===== config.mk =====
export PLATFORM = sky130hd
export DESIGN_NAME = pcam_top
export DESIGN_NICKNAME = d
export VERILOG_FILES = /design/src/hw/pcam_pkg.sv /design/src/hw/pcam_chan.sv /design/src/hw/pcam_top.sv
export SDC_FILE = /design/constraint.sdc
export NUM_CORES = 1
export LEC_CHECK = 0
export BUFFER_PORTS_ARGS = -buffer_cell sky130_fd_sc_hd__buf_2
export CORE_MARGIN = 10
export CORE_UTILIZATION = 50
export CTS_CLUSTER_SIZE = 14
export DETAILED_ROUTE_END_ITERATION = 10
export HOLD_SLACK_MARGIN = 0.15
export PLACE_DENSITY = 0.7
export SYNTH_ARGS = -nofsm -noshare
export SYNTH_HDL_FRONTEND = slang
export SYNTH_SLANG_ARGS = --single-unit

===== constraint.sdc =====
create_clock -name clk_i -period 3.2 [get_ports clk_i]
set_clock_uncertainty 0.15 [all_clocks]
set_input_delay 0.48 -clock clk_i [delete_from_list [all_inputs] [get_ports clk_i]]
set_output_delay 0.48 -clock clk_i [all_outputs]
set_load 0.1 [all_outputs]

===== src/hw/pcam_pkg.sv =====
// Package: register map, mode fields and timing constants of the counter array
package pcam_pkg;
  // Register indices; byte address is four times the index
  localparam logic [7:0] IDX_CNT_LOW = 8'hF9;
  localparam logic [7:0] IDX_CNT_HIGH = 8'hFA;
  localparam logic [7:0] IDX_CTRL = 8'hD7;
  localparam logic [7:0] IDX_FLAGS = 8'hD8;
  localparam logic [7:0] IDX_CYCLE = 8'hD9;
  // Per-module indices, module 0 in the low byte
  localparam logic [47:0] IDX_MODE = {8'hDF, 8'hDE, 8'hDD, 8'hDC, 8'hDB, 8'hDA};
  localparam logic [47:0] IDX_CMP_LOW = {8'hCE, 8'hFD, 8'hED, 8'hEB, 8'hE9, 8'hFB};
  localparam logic [47:0] IDX_CMP_HIGH = {8'hCF, 8'hFE, 8'hEE, 8'hEC, 8'hEA, 8'hFC};
  // Control register fields
  localparam int CTRL_RUN_BIT = 0;
  localparam int CTRL_WDT_BIT = 6;
  // Reset values, bus word size code, module count, watchdog module and tick divider default
  localparam logic [15:0] CNT_RESET = 16'h0000;
  localparam logic [7:0] MODE_RESET = 8'h00;
  localparam logic [1:0] CYCLE_RESET = 2'h0;
  localparam logic [1:0] HSIZE_WORD = 2'h2;
  localparam int NUM_MODULES = 6;
  localparam int WDT_MODULE = 5;
  localparam int TICK_DIV_DEFAULT = 1;

  // Mode control byte, bit 7 down to bit 0
  typedef struct packed {
    logic wide_modulation_select;
    logic comparator_enable;
    logic rising_capture_enable;
    logic falling_capture_enable;
    logic match_enable;
    logic toggle_enable;
    logic pulse_width_enable;
    logic module_flag_irq_enable;
  } pcam_mode_t;

  // Output function chosen by the mode byte
  typedef enum logic [2:0] {
    FN_IDLE = 3'b000,
    FN_TOGGLE = 3'b001,
    FN_PWM_SHORT = 3'b010,
    FN_PWM_WIDE = 3'b011,
    FN_FREQ = 3'b100
  } pcam_func_t;
endpackage : pcam_pkg


===== src/hw/pcam_chan.sv =====
// One capture/compare module: edge capture, match, toggle, PWM and frequency output
`timescale 1ns/1ps
`default_nettype none
module pcam_chan (
  input wire logic clk_i,
  input wire logic rstn_i,
  input wire logic cnt_new_i,
  input wire logic [15:0] count_i,
  input wire pcam_pkg::pcam_mode_t mode_i,
  input wire logic [15:0] compare_i,
  input wire logic [1:0] cycle_len_i,
  input wire logic capture_pin_i,
  output logic capture_o,
  output logic match_o,
  output logic module_output_pin_o
);
  logic pin_q;
  logic rise;
  logic fall;
  logic equal;
  logic short_hit;
  logic [15:0] mask;
  pcam_pkg::pcam_func_t func;

  // Period mask for 8 to 11-bit PWM
  function automatic logic [15:0] len_mask(input logic [1:0] sel);
    case (sel)
      2'h0: len_mask = 16'h00FF;
      2'h1: len_mask = 16'h01FF;
      2'h2: len_mask = 16'h03FF;
      default: len_mask = 16'h07FF;
    endcase
  endfunction : len_mask

  // Output function from the mode byte
  function automatic pcam_pkg::pcam_func_t pick_func(input pcam_pkg::pcam_mode_t m);
    if (!m.comparator_enable) begin
      pick_func = pcam_pkg::FN_IDLE;
    end else if (m.toggle_enable && m.pulse_width_enable) begin
      pick_func = pcam_pkg::FN_FREQ;
    end else if (m.pulse_width_enable && m.wide_modulation_select) begin
      pick_func = pcam_pkg::FN_PWM_WIDE;
    end else if (m.pulse_width_enable) begin
      pick_func = pcam_pkg::FN_PWM_SHORT;
    end else if (m.toggle_enable) begin
      pick_func = pcam_pkg::FN_TOGGLE;
    end else begin
      pick_func = pcam_pkg::FN_IDLE;
    end
  endfunction : pick_func

  // Input edge history
  always_ff @(posedge clk_i or negedge rstn_i) begin
    if (!rstn_i) begin
      pin_q <= 1'b0;
    end else begin
      pin_q <= capture_pin_i;
    end
  end

  // Edge qualification and comparator
  assign rise = capture_pin_i & ~pin_q;
  assign fall = ~capture_pin_i & pin_q;
  assign capture_o = (mode_i.rising_capture_enable & rise) |
                     (mode_i.falling_capture_enable & fall); // [RULE3] [RULE4]
  assign equal = cnt_new_i && mode_i.comparator_enable && (count_i == compare_i); // [RULE2]
  assign short_hit = cnt_new_i && (count_i[7:0] == compare_i[7:0]);
  assign match_o = equal && mode_i.match_enable; // [RULE5]
  assign mask = len_mask(cycle_len_i); // [RULE16]
  assign func = pick_func(mode_i); // [RULE7]

  // Output pin waveform
  always_ff @(posedge clk_i or negedge rstn_i) begin
    if (!rstn_i) begin
      module_output_pin_o <= 1'b0;
    end else begin
      case (func)
        pcam_pkg::FN_TOGGLE: begin
          if (equal) begin
            module_output_pin_o <= ~module_output_pin_o; // [RULE6]
          end
        end
        pcam_pkg::FN_FREQ: begin
          if (short_hit) begin
            module_output_pin_o <= ~module_output_pin_o; // [RULE7]
          end
        end
        pcam_pkg::FN_PWM_SHORT: begin
          module_output_pin_o <= (count_i & mask) >= (compare_i & mask); // [RULE1] [RULE8]
        end
        pcam_pkg::FN_PWM_WIDE: begin
          module_output_pin_o <= count_i >= compare_i; // [RULE1] [RULE8]
        end
        default: begin
          module_output_pin_o <= module_output_pin_o;
        end
      endcase
    end
  end
endmodule : pcam_chan
`default_nettype wire


===== src/hw/pcam_top.sv =====
// Counter array top: shared counter, six modules, mode registers and AHB-Lite slave
//
// How it works
// [RULE1] Wide select picks 16-bit over short PWM
// [RULE2] Comparator enable arms comparison against counter
// [RULE3] Rising capture enable captures on positive edges
// [RULE4] Falling capture enable captures on negative edges
// [RULE5] Match enable sets flag on counter equality
// [RULE6] Toggle enable inverts output pin on equality
// [RULE7] Toggle plus PWM gives frequency output
// [RULE8] PWM enable drives modulated waveform on pin
// [RULE9] Flag interrupt enable gates the module's request
// [RULE10] Watchdog enable locks module 5 mode register; compare byte writes to module 5 still clear or set its comparator enable
// [RULE11] Software clears watchdog before touching locked state
// [RULE12] Watchdog enable blocks counter low writes
// [RULE13] Watchdog enable blocks counter high writes
// [RULE14] High byte reads snapshot taken on low read
// [RULE15] Counter is 16 bits, two byte registers
// [RULE16] Cycle length field sets short PWM period
// [RULE17] Compare low write clears comparator enable
// [RULE18] Compare high write sets comparator enable
// [RULE19] Capture copies counter and sets the flag
// [RULE20] Counter increments each tick, wraps to zero
`timescale 1ns/1ps
`default_nettype none
module pcam_top #(
  parameter int TICK_DIV = pcam_pkg::TICK_DIV_DEFAULT,
  parameter int MODS = pcam_pkg::NUM_MODULES
) (
  input wire logic clk_i,
  input wire logic rstn_i,
  input wire logic hsel_i,
  input wire logic [31:0] haddr_i,
  input wire logic [1:0] htrans_i,
  input wire logic hwrite_i,
  input wire logic [2:0] hsize_i,
  input wire logic [31:0] hwdata_i,
  input wire logic hready_i,
  output logic [31:0] hrdata_o,
  output logic hreadyout_o,
  output logic hresp_o,
  input wire logic [5:0] capture_pin_i,
  output logic [5:0] module_output_pin_o,
  output logic irq_req_o,
  output logic watchdog_expire_o
);
  // Bus data phase state
  logic ph_valid;
  logic ph_write;
  logic ph_ok;
  logic [7:0] ph_idx;
  logic wr;
  logic rd;
  logic [7:0] wdata;
  // Block state
  logic [15:0] shared_array_counter;
  logic [7:0] high_snapshot;
  logic run;
  logic watchdog_enable;
  logic [1:0] cycle_length_select;
  logic [5:0] capture_compare_flag;
  pcam_pkg::pcam_mode_t module_mode_control [6];
  logic [15:0] compare [6];
  logic [15:0] tick_cnt;
  logic tick;
  logic cnt_new;
  logic [5:0] cap_ev;
  logic [5:0] match_ev;
  logic [5:0] eccf;
  logic [3:0] hit_mode;
  logic [3:0] hit_cmpl;
  logic [3:0] hit_cmph;

  // Finds which module an index belongs to: {hit, module number}
  function automatic logic [3:0] mod_of(input logic [7:0] idx, input logic [47:0] tbl);
    logic [3:0] r;
    r = 4'h0;
    for (int n = 0; n < 6; n++) begin
      if (tbl[n*8 +: 8] == idx) begin
        r = {1'b1, 3'(n)};
      end
    end
    mod_of = r;
  endfunction : mod_of

  // Address phase capture; the slave never stalls
  always_ff @(posedge clk_i or negedge rstn_i) begin
    if (!rstn_i) begin
      ph_valid <= 1'b0;
      ph_write <= 1'b0;
      ph_ok <= 1'b0;
      ph_idx <= 8'h00;
    end else if (hready_i) begin
      ph_valid <= hsel_i && htrans_i[1];
      ph_write <= hwrite_i;
      ph_idx <= haddr_i[9:2];
      ph_ok <= (haddr_i[31:10] == 22'h000000) && (haddr_i[1:0] == 2'h0) &&
               (hsize_i[1:0] == pcam_pkg::HSIZE_WORD) && !hsize_i[2];
    end
  end

  // Data phase strobes and decode
  assign wr = ph_valid && ph_write && ph_ok;
  assign rd = ph_valid && !ph_write && ph_ok;
  assign wdata = hwdata_i[7:0];
  assign hreadyout_o = 1'b1;
  assign hresp_o = 1'b0;
  assign hit_mode = mod_of(ph_idx, pcam_pkg::IDX_MODE);
  assign hit_cmpl = mod_of(ph_idx, pcam_pkg::IDX_CMP_LOW);
  assign hit_cmph = mod_of(ph_idx, pcam_pkg::IDX_CMP_HIGH);

  // Read data mux; unmapped indices read zero
  always_comb begin
    hrdata_o = 32'h00000000;
    if (!rd) begin
      hrdata_o = 32'h00000000;
    end else if (ph_idx == pcam_pkg::IDX_CNT_LOW) begin
      hrdata_o[7:0] = shared_array_counter[7:0]; // [RULE15]
    end else if (ph_idx == pcam_pkg::IDX_CNT_HIGH) begin
      hrdata_o[7:0] = high_snapshot; // [RULE14]
    end else if (ph_idx == pcam_pkg::IDX_CTRL) begin
      hrdata_o[pcam_pkg::CTRL_WDT_BIT] = watchdog_enable;
      hrdata_o[pcam_pkg::CTRL_RUN_BIT] = run;
    end else if (ph_idx == pcam_pkg::IDX_FLAGS) begin
      hrdata_o[5:0] = capture_compare_flag;
    end else if (ph_idx == pcam_pkg::IDX_CYCLE) begin
      hrdata_o[1:0] = cycle_length_select;
    end else if (hit_mode[3]) begin
      hrdata_o[7:0] = module_mode_control[hit_mode[2:0]];
    end else if (hit_cmpl[3]) begin
      hrdata_o[7:0] = compare[hit_cmpl[2:0]][7:0];
    end else if (hit_cmph[3]) begin
      hrdata_o[7:0] = compare[hit_cmph[2:0]][15:8];
    end
  end

  // Control and cycle-length registers
  always_ff @(posedge clk_i or negedge rstn_i) begin
    if (!rstn_i) begin
      run <= 1'b0;
      watchdog_enable <= 1'b0;
      cycle_length_select <= pcam_pkg::CYCLE_RESET;
    end else if (wr && ph_idx == pcam_pkg::IDX_CTRL) begin
      run <= wdata[pcam_pkg::CTRL_RUN_BIT];
      watchdog_enable <= wdata[pcam_pkg::CTRL_WDT_BIT];
    end else if (wr && ph_idx == pcam_pkg::IDX_CYCLE) begin
      cycle_length_select <= wdata[1:0]; // [RULE16]
    end
  end

  // Timebase divider: one-cycle tick enable
  always_ff @(posedge clk_i or negedge rstn_i) begin
    if (!rstn_i) begin
      tick_cnt <= 16'h0000;
    end else if (!run || tick) begin
      tick_cnt <= 16'h0000;
    end else begin
      tick_cnt <= tick_cnt + 16'h0001;
    end
  end
  assign tick = run && (tick_cnt == 16'(TICK_DIV - 1));

  // Shared counter; software writes win over a tick
  always_ff @(posedge clk_i or negedge rstn_i) begin
    if (!rstn_i) begin
      shared_array_counter <= pcam_pkg::CNT_RESET;
      cnt_new <= 1'b0;
    end else begin
      cnt_new <= tick;
      if (wr && ph_idx == pcam_pkg::IDX_CNT_LOW) begin
        if (!watchdog_enable) begin
          shared_array_counter[7:0] <= wdata; // [RULE12]
        end
      end else if (wr && ph_idx == pcam_pkg::IDX_CNT_HIGH) begin
        if (!watchdog_enable) begin
          shared_array_counter[15:8] <= wdata; // [RULE13]
        end
      end else if (tick) begin
        shared_array_counter <= shared_array_counter + 16'h0001; // [RULE20]
      end
    end
  end

  // High byte snapshot loads only on a low-byte read
  always_ff @(posedge clk_i or negedge rstn_i) begin
    if (!rstn_i) begin
      high_snapshot <= 8'h00;
    end else if (rd && ph_idx == pcam_pkg::IDX_CNT_LOW) begin
      high_snapshot <= shared_array_counter[15:8]; // [RULE14]
    end
  end

  // Mode registers; compare writes steer the comparator enable
  always_ff @(posedge clk_i or negedge rstn_i) begin
    if (!rstn_i) begin
      for (int n = 0; n < 6; n++) begin
        module_mode_control[n] <= pcam_pkg::MODE_RESET;
      end
    end else begin
      for (int n = 0; n < 6; n++) begin
        if (wr && hit_mode == {1'b1, 3'(n)}) begin
          if (!(n == pcam_pkg::WDT_MODULE && watchdog_enable)) begin
            module_mode_control[n] <= wdata; // [RULE10]
          end
        end else if (wr && hit_cmpl == {1'b1, 3'(n)}) begin
          module_mode_control[n].comparator_enable <= 1'b0; // [RULE17]
        end else if (wr && hit_cmph == {1'b1, 3'(n)}) begin
          module_mode_control[n].comparator_enable <= 1'b1; // [RULE18]
        end
      end
    end
  end

  // Compare registers; captures load the counter
  always_ff @(posedge clk_i or negedge rstn_i) begin
    if (!rstn_i) begin
      for (int n = 0; n < 6; n++) begin
        compare[n] <= 16'h0000;
      end
    end else begin
      for (int n = 0; n < 6; n++) begin
        if (wr && hit_cmpl == {1'b1, 3'(n)}) begin
          compare[n][7:0] <= wdata;
        end else if (wr && hit_cmph == {1'b1, 3'(n)}) begin
          compare[n][15:8] <= wdata;
        end else if (cap_ev[n]) begin
          compare[n] <= shared_array_counter; // [RULE19]
        end
      end
    end
  end

  // Sticky flags: write 0 clears, a hardware set wins
  always_ff @(posedge clk_i or negedge rstn_i) begin
    if (!rstn_i) begin
      capture_compare_flag <= 6'h00;
    end else if (wr && ph_idx == pcam_pkg::IDX_FLAGS) begin
      capture_compare_flag <= (capture_compare_flag & wdata[5:0]) | cap_ev | match_ev; // [RULE5]
    end else begin
      capture_compare_flag <= capture_compare_flag | cap_ev | match_ev; // [RULE19]
    end
  end

  // Watchdog expiry on module 5 high-byte match
  always_ff @(posedge clk_i or negedge rstn_i) begin
    if (!rstn_i) begin
      watchdog_expire_o <= 1'b0;
    end else begin
      watchdog_expire_o <= watchdog_enable && cnt_new &&
        (shared_array_counter[15:8] == compare[pcam_pkg::WDT_MODULE][15:8]); // [RULE10]
    end
  end

  // Modules; module 5 is silenced while it serves as watchdog
  for (genvar g = 0; g < 6; g++) begin : g_mod
    pcam_pkg::pcam_mode_t eff_mode;
    assign eff_mode = (g == pcam_pkg::WDT_MODULE && watchdog_enable) ?
                      pcam_pkg::pcam_mode_t'(pcam_pkg::MODE_RESET) : module_mode_control[g];
    assign eccf[g] = eff_mode.module_flag_irq_enable;
    pcam_chan u_chan (
      .clk_i(clk_i),
      .rstn_i(rstn_i),
      .cnt_new_i(cnt_new),
      .count_i(shared_array_counter),
      .mode_i(eff_mode),
      .compare_i(compare[g]),
      .cycle_len_i(cycle_length_select),
      .capture_pin_i(capture_pin_i[g]),
      .capture_o(cap_ev[g]),
      .match_o(match_ev[g]),
      .module_output_pin_o(module_output_pin_o[g])
    );
  end

  // Interrupt request from enabled flags
  assign irq_req_o = |(capture_compare_flag & eccf); // [RULE9]
endmodule : pcam_top
`default_nettype wire


# After elaboration in Yosys (flattened, before gate mapping)
# Index checks and enable logic that the tools add are counted.
[word_totals]
register_bits = 219
in_bits = 80
output_inout_bits = 42
word_cells = 549
[op_classes]
add_sub_neg = 2
order_cmp = 15
n_eq_ne = 103
n_mux = 141
bitwise = 73
reduce_logical = 129
[ops]
columns = ["operator", "n"]
rows = [
  ["two-way mux 8 bit", 33],
  ["greater-or-equal comparator 16 bit", 12],
  ["two-way mux 16 bit", 10],
  ["== test 8 bit, first input constant", 18],
  ["AND 16 x 11 -> 16 bit", 6],
  ["binary-select mux 16 bit (select 3 bit)", 2],
  ["== test 16 bit", 6],
  ["== test 4 bit, second input constant", 18],
  ["two-way mux 3 bit", 24],
  ["two-way mux 4 bit", 18],
  ["logical AND 1 bit", 71],
  ["== test 8 bit", 7],
  ["== test 8 bit, second input constant", 5],
  ["two-way mux 1 bit", 39],
  ["== test 3 x 2 -> 1 bit, second input constant", 12],
  ["case mux 11 bit (3 select lines)", 1],
  ["adder 16 x 1 -> 16 bit, second input constant", 2],
  ["AND reduction 2 bit", 15],
  ["nonzero test 2 bit", 14],
  ["NOT 1 bit", 27],
  ["AND 1 bit", 24],
  ["binary-select mux 8 bit (select 3 bit)", 1],
  ["!= test 2 x 1 -> 1 bit, second input constant", 12],
  ["bitwise OR 6 bit", 4],
  ["24 further kinds", 82],
]

# Longest topological paths before layout
[logic_depth]
ltp_word = 20
mapped_depth = 10
mapped_depth_nobuf = 8

# Hierarchy
# Synthesis repeated with hierarchy kept, for this count alone.
[unflattened]
hier_cells = 1758
area_unflattened_um2 = 15502.4
[by_module_without_submodules]
columns = ["module", "instances", "cells_per_inst", "area_each_um2", "seq_area_each_um2"]
rows = [
  ["pcam_top", 1, 1224, 11516.0, 5180.0],
  ["pcam_chan", 6, 89, 664.4, 50.0],
]

# Worst setup path after synthesis
# OpenSTA, ideal clock, no wires.
[synth_timing]
kind = "reg-to-output"
from = "register ph_idx[5]"
to = "output port hrdata_o[3]"
arrival_ps = 4060
t_required_ps = 2570
setup_slack_ps = -1490
path_stages_with_launch = 7
path_cell_list = "dfrtp_1 > buf_6 > nand4b_1 > clkbuf_1 > nor4_1 > a221oi_1 > o32ai_1"
[synth_between]
elab_chain_cells = 19
word_cells_on_any_way = 62
classes_between = "23 x eq/ne; 36 x mux; 3 x bitwise"
[synth_lines]
columns = ["item", "line_no", "text"]
rows = [
  ["start, declared", "pcam_top.sv:51", "logic [7:0] ph_idx;"],
  ["start signal, assigned", "pcam_top.sv:96", "ph_idx <= haddr_i[9:2];"],
  ["== test 8 bit", "pcam_top.sv:79", "if (tbl[n*8 +: 8] == idx) begin"],
  ["two-way mux 4 bit (5 in series)", "pcam_top.sv:79", ""],
  ["NOT 3 -> 4 bit (implied by the code)", "pcam_top.sv:133", "hrdata_o[7:0] = compare[hit_cmph[2:0]][15:8];"],
  ["binary-select mux 16 bit (select 3 bit)", "pcam_top.sv:133", ""],
  ["two-way mux 16 bit (implied by the code) (2 in series)", "pcam_top.sv:133", ""],
  ["two-way mux 8 bit", "pcam_top.sv:132", "end else if (hit_cmph[3]) begin"],
  ["two-way mux 8 bit", "pcam_top.sv:130", "end else if (hit_cmpl[3]) begin"],
  ["two-way mux 8 bit", "pcam_top.sv:128", "end else if (hit_mode[3]) begin"],
  ["two-way mux 6 bit", "pcam_top.sv:126", "end else if (ph_idx == pcam_pkg::IDX_CYCLE) begin"],
  ["two-way mux 6 bit", "pcam_top.sv:124", "end else if (ph_idx == pcam_pkg::IDX_FLAGS) begin"],
  ["two-way mux 5 bit", "pcam_top.sv:121", "end else if (ph_idx == pcam_pkg::IDX_CTRL) begin"],
  ["two-way mux 8 bit", "pcam_top.sv:119", "end else if (ph_idx == pcam_pkg::IDX_CNT_HIGH) begin"],
  ["two-way mux 8 bit *", "pcam_top.sv:117", "end else if (ph_idx == pcam_pkg::IDX_CNT_LOW) begin"],
  ["two-way mux 8 bit *", "pcam_top.sv:115", "if (!rd) begin"],
  ["end, declared", "pcam_top.sv:39", "output logic [31:0] hrdata_o,"],
]
# Every way passes the cells marked *; elsewhere a longest branch is shown, timed or not. The select of a mux whose other input is x is not followed.

# Worst setup path in the final report
[layout_timing]
from = "register ph_idx[0]"
to = "output port hrdata_o[6]"
[layout_between]
elab_chain_cells = 19
word_cells_on_any_way = 62
classes_between = "23 x eq/ne; 36 x mux; 3 x bitwise"
[layout_lines]
columns = ["item", "line_no"]
rows = [
  ["== test 8 bit", "pcam_top.sv:79"],
  ["two-way mux 4 bit (5 in series)", "pcam_top.sv:79"],
  ["NOT 3 -> 4 bit (implied by the code)", "pcam_top.sv:133"],
  ["binary-select mux 16 bit (select 3 bit)", "pcam_top.sv:133"],
  ["two-way mux 16 bit (implied by the code) (2 in series)", "pcam_top.sv:133"],
  ["two-way mux 8 bit", "pcam_top.sv:132"],
  ["two-way mux 8 bit", "pcam_top.sv:130"],
  ["two-way mux 8 bit", "pcam_top.sv:128"],
  ["two-way mux 6 bit", "pcam_top.sv:126"],
  ["two-way mux 2 bit", "pcam_top.sv:124"],
  ["two-way mux 1 bit", "pcam_top.sv:121"],
  ["two-way mux 8 bit", "pcam_top.sv:119"],
  ["two-way mux 8 bit *", "pcam_top.sv:117"],
  ["two-way mux 8 bit *", "pcam_top.sv:115"],
]
# Marks and branches as above.

==> Flow_metrics.wiki <==
{| class="wikitable"
! Metric !! Value
|-
| Via count of the first global-routing pass || 14.3k
|-
| # port buffers || 70
|-
| Clock latency on the worst-skew pair || ~0.55 ns
|-
| Largest fanout of any net on the critical path || 9
|-
| Initial core utilization || 0.505
|-
| Via count normalized by instance count || 6.27
|-
| Width of the chip || slightly below 200 µm
|-
| Worst r2r src || ph_idx[4]
|-
| Number of pins with negative max-slew slack in the final report || 0
|-
| Hold Violations, Final || 0
|-
| Relative slew slack || 0.217
|-
| Synth Instances || 1,729
|-
| Layout cell share with drive strength beyond 1 || 0.237
|-
| Slew at the pin closest to its max-slew limit || about 1.2 ns
|-
| Global-route wire length before repair || 84,600 µm
|-
| Avg WL per Cell || around 24 µm
|-
| Total routing resource utilization after global routing || 0.280
|-
| Number of H-tree levels || 1
|-
| Worst min-delay path category || input port to flop
|-
| Placeable core region || 30,400 µm²
|-
| RSZ-0062 raised after global routing || true
|-
| Antenna cells || 0
|-
| Pin count of the biggest net entering global routing || 82
|-
| Cell total after placement || ~2.2k
|-
| Outcome || finished, violations left
|-
| Worst-case vdd ir drop || between 0.4 and 0.5 mV
|-
| Type of destination of the critical path || output pin
|-
| Final-layout fill cell count || ~2.6k
|-
| Setup WS pre-CTS || -0.0550 ns
|-
| Number of buffers added by the clock tree synthesis step || 26
|-
| Total congestion overflow || 0
|-
| First drt pass iteration count || 7
|-
| Weighted congestion reported at the end of routability-driven placement || between 1 and 1.5
|-
| Proportion of register bits with asynchronous set or reset after synthesis || 1.00
|-
| Yosys warning count || 0
|-
| Synth Register Bits || 219
|-
| Count of non-filler cells in the finished layout || 2,322
|-
| Final worst slack || -0.307 ns
|-
| # rows || 64
|-
| Worst-case hold slack || approximately 0.23 ns
|-
| Startpoint types || flop
|-
| Chip Height || roughly 200 µm
|-
| Via total after detailed routing || about 15k
|-
| Number of cells on the worst reg-to-reg path || 9
|-
| Count of boundary I/O pins || 122
|-
| Arrival time at the worst endpoint || roughly 2.9 ns
|-
| Cell leakage power || ~0.0085 µW
|-
| Dominant register cell in the synthesized netlist || sky130_fd_sc_hd__dfrtp_1
|-
| Total number of nets in the final design || 2,103
|-
| Sum of negative setup slack || -2.17 ns
|-
| Cell area after technology mapping || about 15,000 µm²
|-
| # setup viols final || 8
|-
| Average cell area after synthesis || 8.89 µm²
|-
| WP data required || 2.57 ns
|-
| Ratio of total power to cell area || 576 nW/µm²
|-
| Reg2reg setup slack || around 0.22 ns
|-
| Max-cap violation count || 0
|-
| Synth-to-Final Area Change || 22.7%
|-
| Class of the most critical setup path || flop to output pin
|-
| Die ar. || around 38,000 µm²
|-
| Final standard cell utilization of the core || 0.620
|-
| Antenna violations before repair || 0
|-
| Crit share post-route || 1.10
|-
| Post-route DRC violation count || 0
|-
| CTS root buffer || sky130_fd_sc_hd__clkbuf_16
|-
| Routed WL || around 56,000 µm
|-
| CTS sink cnt || 219
|-
| Clock-pin slew reported for the worst setup and hold paths after clock tree synthesis || approximately 0.060 ns
|-
| Endpoint of the worst register-to-register path || compare[58]
|-
| Synth cell types || 85
|-
| Portion of the post-synthesis area used by sequential elements || 0.356
|-
| CTS tree || yes
|-
| Termination of the worst setup path || hrdata_o[6]
|-
| Initial detailed-routing violation count || 1,529
|-
| Critical path startpoint || ph_idx[0]
|-
| Max Buffers Root-to-Sink || 3
|-
| Min cycle time layout || about 3.5 ns
|-
| Half-perimeter wire length after detailed placement || ~40,000 µm
|-
| Count of antenna-violating nets left after detailed routing || 0
|-
| F_max || about 290 MHz
|-
| Number of synthesized flops with an enable pin || 0
|-
| Violations in the final reports || setup timing
|}
-- routing by layer --
metal  vias to the layer above  global-route usage  share of wire
li1                       6594                   -              -
met1                      7090               0.374           0.41
met2                       734               0.443           0.45
met3                       141              0.0462          0.095
met4                         0               0.113          0.044
met5                         -                   0              0
-- cells in the final DEF, fill, tap and decap left out, types with 12 or more instances in the layout --
master / Yosys / layout
sky130_fd_sc_hd__nand2_1: 185 / 183
sky130_fd_sc_hd__buf_12: 0 / 17
sky130_fd_sc_hd__nor4_1: 15 / 12
sky130_fd_sc_hd__mux2_2: 59 / 59
sky130_fd_sc_hd__mux2i_1: 106 / 105
sky130_fd_sc_hd__a21oi_1: 97 / 90
sky130_fd_sc_hd__nor2_1: 88 / 82
sky130_fd_sc_hd__a21o_1: 23 / 23
sky130_fd_sc_hd__dlygate4sd3_1: 0 / 22
sky130_fd_sc_hd__nand3_1: 40 / 37
sky130_fd_sc_hd__nor3_1: 27 / 18
sky130_fd_sc_hd__dfrtp_1: 219 / 211
sky130_fd_sc_hd__clkbuf_16: 0 / 27
sky130_fd_sc_hd__buf_2: 26 / 63
sky130_fd_sc_hd__buf_4: 36 / 137
sky130_fd_sc_hd__a31oi_1: 15 / 14
sky130_fd_sc_hd__a211oi_1: 16 / 13
sky130_fd_sc_hd__ha_1: 117 / 117
sky130_fd_sc_hd__nand4_1: 26 / 26
sky130_fd_sc_hd__conb_1: 2 / 26
sky130_fd_sc_hd__inv_1: 117 / 117
sky130_fd_sc_hd__and3_1: 15 / 14
sky130_fd_sc_hd__o22ai_1: 21 / 17
sky130_fd_sc_hd__o211ai_1: 16 / 16
sky130_fd_sc_hd__buf_6: 3 / 18
sky130_fd_sc_hd__nand2b_1: 20 / 19
sky130_fd_sc_hd__o21ai_0: 145 / 130
sky130_fd_sc_hd__or3_1: 14 / 12
-- kinds of logic after synthesis --
family | share of synthesized area
simple gates | 0.171
compound gates | 0.184
buf+inv | 0.0739
flops | 0.356
mux | 0.112
fa+ha+maj | 0.0952
xor+xnor | 0.00627
other cells | 0.000488
-- synth_stat cells, drive strengths merged (9+ instances only) --
library cell	number	area, µm²
dfrtp	219	5480
nand2	185	694
o21ai	149	749
ha	117	1460
inv	117	439
mux2i	106	1060
a21oi	99	511
nor2	89	337
buf	69	449
clkbuf	66	248
mux2	59	664
nand3	41	210
nor3	31	175
nand4	26	163
a21o	23	173
o22ai	21	131
nand2b	20	125
nor4	17	119
a211oi	16	120
o211ai	16	120
a221oi	15	131
a31oi	15	93.8
and3	15	93.8
or3	14	87.6
and4	11	96.3
nand3b	11	82.6
nor2b	11	68.8
a221o	9	90.1
nor4b	9	85.1
-- per-stage QoR --
stage / total power, µW / area [µm²]
floorplan: 6240 / 15500
global placement: 7350 / 16900
detailed placement: 7530 / 16900
CTS: 10800 / 18700
global route: 11500 / 18900
finish: 10900 / 18900
-- area by class of cell --
class,instances,area [µm²],area share
Timing Repair Buffer,260,2140,0.114
Clock inverter,11,139,0.00736
Clock buffer,37,763,0.0405
Inverter,117,439,0.0233
Tap cell,396,495,0.0263
Sequential cell,219,5490,0.291
Multi-Input combinational cell,1282,9400,0.498
-- report_power, final --
part | internal [µW] | switching [µW] | total (µW)
registers | 3210 | 552 | 3760
clock network | 1900 | 1230 | 3130
logic | 1570 | 2410 | 3990
total | 6680 | 4200 | 10900
-- worst min-delay path by stage --
stage                                         end  slack (ns)  cells after the start   startpoint
after detailed placement              compare[60]        0.32                      2  compare[60]
after CTS                               ph_idx[2]        0.22                      2     hready_i
after floorplan           capture_compare_flag[0]        0.03                      0       rstn_i
after global placement                compare[60]        0.31                      2  compare[60]
final                                   ph_idx[2]        0.23                      2     hready_i
after global routing                    ph_idx[2]        0.24                      2     hready_i
-- state kept, by name, indices dropped and copies added (netlist names), 2 cells and up --
register	count
compare	96
g_mod.eff_mode	35
shared_array_counter	16
tick_cnt	16
high_snapshot	8
module_mode_control	8
ph_idx	8
capture_compare_flag	6
g_mod.u_chan.module_output_pin_o	6
g_mod.u_chan.pin_q	6
eccf	5
cycle_length_select	2
-- worst max-delay path: stages, from the launching register on --
cell and delay (ns):
sky130_fd_sc_hd__dfrtp_2 0.48, sky130_fd_sc_hd__buf_4 0.19, sky130_fd_sc_hd__mux2_2 0.29, sky130_fd_sc_hd__nand3_1 0.13, sky130_fd_sc_hd__buf_6 0.18, sky130_fd_sc_hd__a221o_1 0.20, sky130_fd_sc_hd__nand2_1 0.08, sky130_fd_sc_hd__or3_4 0.35
sky130_fd_sc_hd__o21ai_4 0.22, sky130_fd_sc_hd__buf_12 0.20
-- what timing repair did --
item	in CTS	in global routing
buffers inserted	31	6
endpoints found under the setup margin	13	16
hold endpoints to repair	93	0
pin swaps	27	18
hold buffers	22	0
gates resized for setup	115	34
Note: power is estimated with default switching activity, not from simulation.
